--- config.mk ---
export PLATFORM = sky130hd
export DESIGN_NAME = afe_status_fet_control
export DESIGN_NICKNAME = d
export VERILOG_FILES = /design/src/rtl/afe_serial_target.v /design/src/rtl/afe_status_fet_control.v
export VERILOG_INCLUDE_DIRS = /design/src /design/src/rtl
export SDC_FILE = /design/constraint.sdc
export NUM_CORES = 1
export LEC_CHECK = 0
export BUFFER_PORTS_ARGS = -buffer_cell sky130_fd_sc_hd__buf_4
export CAP_MARGIN = 20
export CORE_UTILIZATION = 40
export DETAILED_ROUTE_END_ITERATION = 8
export PLACE_DENSITY_LB_ADDON = 0.1
export SLEW_MARGIN = 5
export SYNTH_ARGS = -nofsm -noshare
export SYNTH_HDL_FRONTEND = slang
export SYNTH_SLANG_ARGS = --single-unit
--- constraint.sdc ---
create_clock -name I_SYS_CLK -period 2.8 [get_ports I_SYS_CLK]
set_input_delay 0.42 -clock I_SYS_CLK [delete_from_list [all_inputs] [get_ports I_SYS_CLK]]
set_output_delay 0.42 -clock I_SYS_CLK [all_outputs]
set_load 0.01 [all_outputs]
--- src/rtl/afe_status_map.vh ---
/*
 Register offsets, field positions, reset values and timing counts for
 the status, alert and drive control block. Definitions only; included
 by the target port and the control block.
*/
`ifndef AFE_STATUS_MAP_VH
`define AFE_STATUS_MAP_VH

// Clock and derived rates
`define CLK_HZ 100000000
`define ALERT_SAMPLE_HZ 256000
`define ALERT_DIV (`CLK_HZ / `ALERT_SAMPLE_HZ)
// Last divider count, 390 clocks per sample less one
`define ALERT_DIV_LAST 9'h185
`define ALERT_DELAY_TICKS 3
`define TEMP_UPDATE_S 2
`define TEMP_UPDATE_CYCLES (`TEMP_UPDATE_S * `CLK_HZ)

// Serial target address, 7 bit
`define TARGET_ADDR 7'h08

// Register offsets
`define REG_SYSTEM_STATUS 8'h00
`define REG_DRIVE_CTRL 8'h01
`define REG_VOLT_HI 8'h02
`define REG_VOLT_LO 8'h03
`define REG_TEMP_HI 8'h04
`define REG_TEMP_LO 8'h05

// system_status fields
`define ST_OCD 0
`define ST_SCD 1
`define ST_OV 2
`define ST_UV 3
`define ST_EXT_ALERT 4
`define ST_READY_FAULT 5
`define STATUS_USED_MASK 8'h3F
`define STATUS_FAULT_MASK 8'h2F
`define STATUS_RESET 8'h00

// Drive control fields
`define CTL_DISCHARGE 0
`define CTL_CHARGE 1
`define CTL_TEMP_SEL 3
`define CTL_LOAD_PRESENT 7
`define CTL_WR_MASK 8'h0B
`define CTL_RESET 8'h00

// Conversion code ceiling
`define ADC_MAX_CODE 14'h3DE1

`endif

--- src/rtl/afe_serial_target.v ---
/*
 Byte-oriented serial target on a two-wire clock/data bus with start and
 stop conditions. First written byte sets the register pointer, later
 bytes write with auto increment; reads stream from the pointer.
 Assumes the data line is open drain and the host owns the clock.
*/
`timescale 1ns/1ps
`include "afe_status_map.vh"

module afe_serial_target (
  // Clock and reset
  input wire i_clk,
  input wire i_rst_b,
  // Bus pins
  input wire i_scl,
  input wire i_sda,
  output reg o_sda_oe,
  // Register access
  output reg o_wr_stb,
  output reg [7:0] o_wr_data,
  output reg [7:0] o_ptr,
  input wire [7:0] i_rd_data
);

  localparam [6:0] S_IDLE = 7'h01;
  localparam [6:0] S_ADDR = 7'h02;
  localparam [6:0] S_ACK_A = 7'h04;
  localparam [6:0] S_WRITE = 7'h08;
  localparam [6:0] S_ACK_W = 7'h10;
  localparam [6:0] S_READ = 7'h20;
  localparam [6:0] S_RACK = 7'h40;

  reg [1:0] scl_sync;
  reg [1:0] sda_sync;
  reg scl_d;
  reg sda_d;
  reg [6:0] state;
  reg [3:0] bitcnt;
  reg [7:0] shreg;
  reg [7:0] tx;
  reg rw;
  reg have_ptr;
  reg nack;
  wire scl_rise;
  wire scl_fall;
  wire start_cond;
  wire stop_cond;

  // Pins cross into the clock domain through two flops each
  always @(posedge i_clk) begin
    if (!i_rst_b) begin
      scl_sync <= 2'h3;
      sda_sync <= 2'h3;
      scl_d <= 1'b1;
      sda_d <= 1'b1;
    end else begin
      scl_sync <= {scl_sync[0], i_scl};
      sda_sync <= {sda_sync[0], i_sda};
      scl_d <= scl_sync[1];
      sda_d <= sda_sync[1];
    end
  end

  assign scl_rise = scl_sync[1] & ~scl_d;
  assign scl_fall = ~scl_sync[1] & scl_d;
  assign start_cond = scl_sync[1] & scl_d & sda_d & ~sda_sync[1];
  assign stop_cond = scl_sync[1] & scl_d & ~sda_d & sda_sync[1];

  // Protocol engine; data changes only while the clock is low
  always @(posedge i_clk) begin
    if (!i_rst_b) begin
      state <= S_IDLE;
      bitcnt <= 4'h0;
      shreg <= 8'h00;
      tx <= 8'h00;
      rw <= 1'b0;
      have_ptr <= 1'b0;
      nack <= 1'b0;
      o_sda_oe <= 1'b0;
      o_wr_stb <= 1'b0;
      o_wr_data <= 8'h00;
      o_ptr <= 8'h00;
    end else begin
      o_wr_stb <= 1'b0;
      if (start_cond) begin
        state <= S_ADDR;
        bitcnt <= 4'h0;
        o_sda_oe <= 1'b0;
      end else if (stop_cond) begin
        state <= S_IDLE;
        o_sda_oe <= 1'b0;
      end else if (scl_rise) begin
        if (state == S_RACK) begin
          nack <= sda_sync[1];
        end else if ((state == S_ADDR || state == S_WRITE ||
                      state == S_READ) && bitcnt != 4'h8) begin // No ack
          shreg <= {shreg[6:0], sda_sync[1]};
          bitcnt <= bitcnt + 4'h1;
        end
      end else if (scl_fall) begin
        case (state)
          S_ADDR: begin
            if (bitcnt == 4'h8) begin
              bitcnt <= 4'h0;
              if (shreg[7:1] == `TARGET_ADDR) begin
                o_sda_oe <= 1'b1;
                rw <= shreg[0];
                have_ptr <= 1'b0;
                state <= S_ACK_A;
              end else begin
                state <= S_IDLE;
              end
            end
          end
          S_ACK_A: begin
            if (rw) begin
              tx <= i_rd_data;
              o_sda_oe <= ~i_rd_data[7];
              state <= S_READ;
            end else begin
              o_sda_oe <= 1'b0;
              state <= S_WRITE;
            end
          end
          S_WRITE: begin
            if (bitcnt == 4'h8) begin
              bitcnt <= 4'h0;
              o_sda_oe <= 1'b1;
              state <= S_ACK_W;
              if (!have_ptr) begin
                o_ptr <= shreg;
                have_ptr <= 1'b1;
              end else begin
                o_wr_stb <= 1'b1;
                o_wr_data <= shreg;
              end
            end
          end
          S_ACK_W: begin
            o_sda_oe <= 1'b0;
            state <= S_WRITE;
          end
          S_READ: begin
            if (bitcnt == 4'h8) begin
              bitcnt <= 4'h0;
              o_sda_oe <= 1'b0;
              o_ptr <= o_ptr + 8'h01;
              state <= S_RACK;
            end else begin
              o_sda_oe <= ~tx[6];
              tx <= {tx[6:0], 1'b0};
            end
          end
          S_RACK: begin
            if (nack) begin
              state <= S_IDLE;
            end else begin
              tx <= i_rd_data;
              o_sda_oe <= ~i_rd_data[7];
              state <= S_READ;
            end
          end
          default: begin
            state <= S_IDLE;
          end
        endcase
      end else if (o_wr_stb) begin
        // Advance after each stored data byte
        o_ptr <= o_ptr + 8'h01;
      end
    end
  end

endmodule

--- src/rtl/afe_status_fet_control.v ---
/*
 Status, alert and drive control block of a battery monitor front end.
 Holds the write-one-to-clear status register, drive controls, load
 detection, alert sampling and clamped conversion results behind the
 serial target port. Assumes analog comparators and converters feed it;
 comparator levels are asynchronous, conversion codes share this clock.
*/
`timescale 1ns/1ps
`include "afe_status_map.vh"

// Function
// - A status bit clears only when the host writes one to it.
// - Writing all ones clears every flag whose cause has gone and all zeros clears none.
// - Clearing a fault flag never turns a drive output back on.
// - A drive output is on only if commanded and no fault is latched.
// - The alert pin is sampled near 256 kHz with no filtering.
// - A high alert sample drives the alert pin high three ticks later.
// - The target answers at seven-bit address 0x08.
// - Ready-fault sets on a low group supply and holds until recovered.
// - Temperature results follow a source change within two seconds.
// - Load-present tracks the charge pin only with both drives off.
// - Results are 14-bit codes clamped to a ceiling of 0x3DE1.
// - Drive outputs are actively driven low when off.

module afe_status_fet_control #(
  parameter [27:0] TEMP_UPDATE_CYCLES = `TEMP_UPDATE_CYCLES
) (
  // Clock and reset
  input wire I_SYS_CLK,
  input wire I_RST_B,
  // Serial target pins
  input wire I_SCL,
  input wire I_SDA,
  output reg O_SDA_OUT,
  output wire O_SDA_OE,
  // Alert pin
  input wire I_ALERT,
  output reg O_ALERT_OUT,
  output reg O_ALERT_OE,
  // Analog comparator levels
  input wire [3:0] I_FAULT_CMP,
  input wire I_GROUP_SUPPLY_LOW,
  input wire I_LOAD_CMP,
  // Conversion codes
  input wire [13:0] I_VOLT_CODE,
  input wire [13:0] I_TEMP_INT_CODE,
  input wire [13:0] I_TEMP_EXT_CODE,
  // Drive pins
  output reg O_CHARGE_DRIVE_PIN,
  output reg O_DISCHARGE_DRIVE_PIN
);

  reg [7:0] system_status;
  reg [7:0] next_status;
  reg charge_drive_control;
  reg discharge_drive_control;
  reg temp_sel;
  reg load_present;
  reg [13:0] volt_result;
  reg [13:0] temp_result;
  reg [27:0] temp_cnt;
  reg [8:0] div_cnt;
  reg sample_tick;
  reg [`ALERT_DELAY_TICKS-1:0] alert_pipe;
  reg [1:0] alert_sync;
  reg [5:0] cmp_meta;
  reg [5:0] cmp_sync;
  reg [7:0] rd_data;
  wire [7:0] ptr;
  wire [7:0] wr_data;
  wire wr_stb;
  wire [3:0] fault_lvl;
  wire supply_low;
  wire load_lvl;
  wire fault_latched;
  wire status_wr;

  // Clamp a raw code to the reportable ceiling
  function [13:0] clamp_code;
    input [13:0] code;
    begin
      if (code > `ADC_MAX_CODE) begin
        clamp_code = `ADC_MAX_CODE;
      end else begin
        clamp_code = code;
      end
    end
  endfunction

  afe_serial_target u_target (
    .i_clk(I_SYS_CLK),
    .i_rst_b(I_RST_B),
    .i_scl(I_SCL),
    .i_sda(I_SDA),
    .o_sda_oe(O_SDA_OE),
    .o_wr_stb(wr_stb),
    .o_wr_data(wr_data),
    .o_ptr(ptr),
    .i_rd_data(rd_data)
  );

  // Comparator and alert pins pass two flops before any logic
  always @(posedge I_SYS_CLK) begin
    if (!I_RST_B) begin
      cmp_meta <= 6'h00;
      cmp_sync <= 6'h00;
      alert_sync <= 2'h0;
    end else begin
      cmp_meta <= {I_LOAD_CMP, I_GROUP_SUPPLY_LOW, I_FAULT_CMP};
      cmp_sync <= cmp_meta;
      alert_sync <= {alert_sync[0], I_ALERT};
    end
  end

  assign fault_lvl = cmp_sync[3:0];
  assign supply_low = cmp_sync[4];
  assign load_lvl = cmp_sync[5];
  assign fault_latched = |(system_status & `STATUS_FAULT_MASK);
  assign status_wr = wr_stb && (ptr == `REG_SYSTEM_STATUS);

  // Alert sample divider; one enable pulse per sample period
  always @(posedge I_SYS_CLK) begin
    if (!I_RST_B) begin
      div_cnt <= 9'h000;
      sample_tick <= 1'b0;
    end else if (div_cnt == `ALERT_DIV_LAST) begin
      div_cnt <= 9'h000;
      sample_tick <= 1'b1;
    end else begin
      div_cnt <= div_cnt + 9'h001;
      sample_tick <= 1'b0;
    end
  end

  // Status next value: sets beat a same-cycle clear
  always @* begin
    next_status = system_status;
    if (status_wr) begin
      next_status = system_status & ~wr_data;
    end
    next_status[`ST_OCD] = next_status[`ST_OCD] | fault_lvl[0];
    next_status[`ST_SCD] = next_status[`ST_SCD] | fault_lvl[1];
    next_status[`ST_OV] = next_status[`ST_OV] | fault_lvl[2];
    next_status[`ST_UV] = next_status[`ST_UV] | fault_lvl[3];
    // Single high sample counts; no noise filter by design
    if (sample_tick && alert_sync[1]) begin
      next_status[`ST_EXT_ALERT] = 1'b1;
    end
    // Held while any group supply is still low, so clear waits
    if (supply_low) begin
      next_status[`ST_READY_FAULT] = 1'b1;
    end
    next_status = next_status & `STATUS_USED_MASK;
  end

  always @(posedge I_SYS_CLK) begin
    if (!I_RST_B) begin
      system_status <= `STATUS_RESET;
    end else begin
      system_status <= next_status;
    end
  end

  // Drive control bits; a new fault drops them so a clear cannot
  // bring the drives back without a fresh host command
  always @(posedge I_SYS_CLK) begin
    if (!I_RST_B) begin
      charge_drive_control <= 1'b0;
      discharge_drive_control <= 1'b0;
      temp_sel <= 1'b0;
    end else begin
      if (wr_stb && ptr == `REG_DRIVE_CTRL) begin
        charge_drive_control <= wr_data[`CTL_CHARGE];
        discharge_drive_control <= wr_data[`CTL_DISCHARGE];
        temp_sel <= wr_data[`CTL_TEMP_SEL];
      end
      if (|(next_status & `STATUS_FAULT_MASK)) begin
        charge_drive_control <= 1'b0;
        discharge_drive_control <= 1'b0;
      end
    end
  end

  // Drive pins are hard driven both ways, low pulls down actively
  always @(posedge I_SYS_CLK) begin
    if (!I_RST_B) begin
      O_CHARGE_DRIVE_PIN <= 1'b0;
      O_DISCHARGE_DRIVE_PIN <= 1'b0;
    end else begin
      O_CHARGE_DRIVE_PIN <= charge_drive_control & ~fault_latched;
      O_DISCHARGE_DRIVE_PIN <= discharge_drive_control & ~fault_latched;
    end
  end

  // Load detect is meaningless with either drive on
  always @(posedge I_SYS_CLK) begin
    if (!I_RST_B) begin
      load_present <= 1'b0;
    end else if (charge_drive_control || discharge_drive_control) begin
      load_present <= 1'b0;
    end else begin
      load_present <= load_lvl;
    end
  end

  // Alert drive: request flows through three sample-period stages
  always @(posedge I_SYS_CLK) begin
    if (!I_RST_B) begin
      alert_pipe <= {`ALERT_DELAY_TICKS{1'b0}};
      O_ALERT_OUT <= 1'b0;
      O_ALERT_OE <= 1'b0;
    end else begin
      if (sample_tick) begin
        alert_pipe <= {alert_pipe[`ALERT_DELAY_TICKS-2:0],
                       |system_status};
      end
      O_ALERT_OUT <= 1'b1;
      O_ALERT_OE <= alert_pipe[`ALERT_DELAY_TICKS-1];
    end
  end

  // Results: voltage tracks each cycle, temperature only on the slow
  // update period, which bounds source-switch latency
  always @(posedge I_SYS_CLK) begin
    if (!I_RST_B) begin
      volt_result <= 14'h0000;
      temp_result <= 14'h0000;
      temp_cnt <= 28'h0000000;
    end else begin
      volt_result <= clamp_code(I_VOLT_CODE);
      if (temp_cnt >= TEMP_UPDATE_CYCLES - 28'h0000001) begin
        temp_cnt <= 28'h0000000;
        temp_result <= clamp_code(temp_sel ? I_TEMP_EXT_CODE
                                           : I_TEMP_INT_CODE);
      end else begin
        temp_cnt <= temp_cnt + 28'h0000001;
      end
    end
  end

  // Read mux; unmapped offsets read zero
  always @* begin
    case (ptr)
      `REG_SYSTEM_STATUS: rd_data = system_status;
      `REG_DRIVE_CTRL: rd_data = {load_present, 3'h0, temp_sel, 1'b0,
                                  charge_drive_control,
                                  discharge_drive_control};
      `REG_VOLT_HI: rd_data = {2'h0, volt_result[13:8]};
      `REG_VOLT_LO: rd_data = volt_result[7:0];
      `REG_TEMP_HI: rd_data = {2'h0, temp_result[13:8]};
      `REG_TEMP_LO: rd_data = temp_result[7:0];
      default: rd_data = 8'h00;
    endcase
  end

  // Data line is open drain; only the enable ever moves
  always @(posedge I_SYS_CLK) begin
    if (!I_RST_B) begin
      O_SDA_OUT <= 1'b0;
    end else begin
      O_SDA_OUT <= 1'b0;
    end
  end

endmodule

==> metrics.md <==
| Metric | Value |
|---|---|
| Hold buffer count at CTS | `0` |
| DR vias/cell | `5.46` |
| Slew @ Worst Pin | `653 ps` |
| Async set-reset flop share out of synthesis | `0` |
| Fin Setup TNS | `0 ps` |
| Count leader, synth | `dfxtp_1` |
| Largest net degree at the start of global routing | `60` |
| Post-synthesis adder-cell area fraction | `0.0163` |
| Met3 WL post-DR | `781 um` |
| Slew Limit Fails | `0` |
| Starting Density | `0.412` |
| Register clock-pin slew on the reported worst setup and hold paths | `60 ps` |
| Share of the synthesized area in the top cell type | `0.430` |
| Die W | `133 um` |
| R2R Path Start | `u_target.o_ptr[0]` |
| Initial antenna violation count | `0` |
| # rows | `47` |
| Port Buffer Count | `57` |
| Clock Skews | `9.99 ps` |
| CTS root buf | `clkbuf_16` |
| Unrepaired setup endpoints after global routing | `false` |
| Slew headroom | `0.565` |
| Dpl cell area | `0.00750 mm2` |
| WL met2 | `7810 um` |
| WL/cell | `15.9 um` |
| Routed wire length | `17000 um` |
| Worst-path maximum fanout | `14` |
| HPWL after DPL | `12100 um` |
| Max Fclk | `416 MHz` |
| Register area share after synthesis | `0.430` |
| GR Util All Layers | `0.200` |
| Highest metal used | `met4` |
| Post-Syn Instances | `793` |
| Post-cts gate resize count | `0` |
| XOR/XNOR share of the synthesized area | `0.0432` |
| Worst vdd ir | `0.426 mV` |
| CORE AREA | `0.0167 mm2` |
| Type of element capturing the critical path | `register` |
| Final total power | `0.00468 W` |
| Number of max-cap violations | `0` |
| Area delta synth->final | `17.4%` |
| Critical Path RT | `3160 ps` |
| CTS H-tree lvls | `4` |
| Type of the tightest min-delay check | `primary input to register` |
| Vias in the first global route | `5619` |
| Setup violators final | `0` |
| CTS Buffer Depth | `2` |
| N_diodes | `0` |
| Post-synth top flop | `dfxtp_1` |
| Die height | `133 um` |
| Clock Latency Late Sink | `430 ps` |
| CTS sink cnt | `148` |
| Antenna viol nets, final | `0` |
| Synth warn | `0` |
| Compound-Gate Fraction of Synth Area | `0.154` |
| Largest cells by area after synthesis | `dfxtp_1 (43%), nor2_1 (5.8%), mux2i_1 (4.9%)` |
| 1st-iter DRT viols | `412` |
| Yosys reg bits | `148` |
| # fillers | `1609` |
| Crit. Startpoint | `u_target.o_ptr[0]` |
| Critical path type | `register to register` |
| Yosys top cell by area | `dfxtp_1` |
| Library cells used by synthesis | `79` |
| TritonCTS clock tree | `built` |
| HP Start | `I_RST_B` |
| Setup bufs post-CTS | `0` |
| Critical Path AT | `2770 ps` |
| GRT overflow | `0` |
| Number of remaining DRC errors | `0` |
| PwrDens | `579 mW/mm2` |
| EDFF count, synth | `0` |
| Full die area | `0.0178 mm2` |
| Metal1 wirelength | `8280 um` |
| Placer Congestion | `0.897` |
| Synthesized Nets | `855` |
| Mux contribution to synthesized area | `0.0576` |
| Main combinational cell family by area after synthesis | `simple AND/OR/NAND/NOR gates` |
| Final hold vios | `0` |
| Final nets | `903` |
| # IOs | `59` |
| Via count | `5858` |
| Synthesized cell area | `0.00689 mm2` |
| CTS Buf Count | `17` |
| Crit share post-route | `0.860` |
| Status | `finished, final reports clean` |
| Final Critical Period | `2410 ps` |
| Drt first pass iters | `5` |
| Simple-gate share of the synthesized area | `0.258` |
| Synth Area per Inst | `8.69 um2` |
| First-pass GRT wire length | `28300 um` |
| P_leak | `2.93 nW` |
| Final Util | `0.484` |
| Synth top cells by count | `dfxtp_1 (148), nor2_1 (107), nand2_1 (71), mux2i_1 (34), nand3_1 (32)` |
| Critical path launch point type | `register` |
| Layout cells sized above 1 | `0.144` |
| Design area | `0.00809 mm2` |
final cells by class:
cell class | count | area, um2 | area share
flip-flops and latches | 148 | 2960 | 0.366
clock inverters | 13 | 148 | 0.0183
multi-input cells | 579 | 3650 | 0.451
well taps | 220 | 275 | 0.0340
repair buffers | 69 | 518 | 0.0641
clock buffers | 18 | 439 | 0.0543
inverters | 26 | 97.6 | 0.0121
cells by family (layout without fill, tap and decap cells):
kind of cell | after synthesis | count (layout)
AOI/OAI and AO/OA | 145 | 145
buffers and inverters | 66 | 126
DFF | 148 | 148
muxes | 39 | 39
adders and majority gates | 9 | 9
other | 1 | 1
xor gates and xnor gates | 34 | 34
and+or+nand+nor | 351 | 351
state kept, by name (all words and copies together) (netlist names), 3 cells and up:
| name | cells |
|---|---|
| u_target.tx | 7 |
| u_target.shreg | 8 |
| alert_pipe | 3 |
| system_status | 6 |
| u_target.o_ptr | 8 |
| u_target.o_wr_data | 6 |
| cmp_sync | 6 |
| temp_cnt | 28 |
| u_target.state | 7 |
| u_target.bitcnt | 4 |
| cmp_meta | 6 |
| temp_result | 14 |
| div_cnt | 9 |
| volt_result | 14 |
path summary, 6_finish.rpt:
check,to,slack [ps],depth (start not counted)
setup reg to reg,charge_drive_control,390,7
setup / recovery,charge_drive_control,390,7
hold / removal,O_ALERT_OUT,140,1
hold reg to reg,u_target.sda_sync[1],410,1
per-layer routing:
metal | vias up | GRT usage
li1 | 2926 | -
met1 | 2767 | 0.268
met2 | 152 | 0.322
met3 | 13 | 0.0468
met4 | 0 | 0.0556
met5 | - | 0
metrics by stage:
| step | instances | hold slack (ps) | worst slack [ps] |
|---|---|---|---|
| 2_1_floorplan | 793 | 386 | 913 |
| 3_3_place_gp | 1042 | 396 | 611 |
| 3_5_place_dp | 1042 | 396 | 451 |
| 4_1_cts | 1073 | 122 | 429 |
| 5_1_grt | 1073 | 124 | 208 |
| 6_report | 1073 | 139 | 393 |
worst max-delay path, stage by stage (launching register included):
cell	delay, ps
dfxtp_1	360
inv_1	150
ha_1	500
nand2_1	120
nor4b_2	620
o2111ai_1	190
a211o_1	320
nor2_1	100
cells in the final DEF (no fill, tap or decap), types with 9 or more instances in the layout:
master,n
mux2i_1,34
nand3_1,32
a22oi_1,9
a21oi_1,31
a31oi_1,13
and2_1,27
nor4_1,13
o21ai_0,23
dfxtp_1,148
nand2_1,71
nand4_1,16
xnor2_1,27
nand2b_1,12
inv_1,26
and3_1,13
buf_4,69
clkbuf_16,17
ha_1,9
nor2_1,107
nor3_1,18
nor2b_1,9
power by group:
part	switching (W)	total, W	internal, W
sequential	0.0000269	0.00217	0.00214
combinational	0.000119	0.000228	0.000109
clock	0.000941	0.00228	0.00134
(Power assumes the default switching activity.)
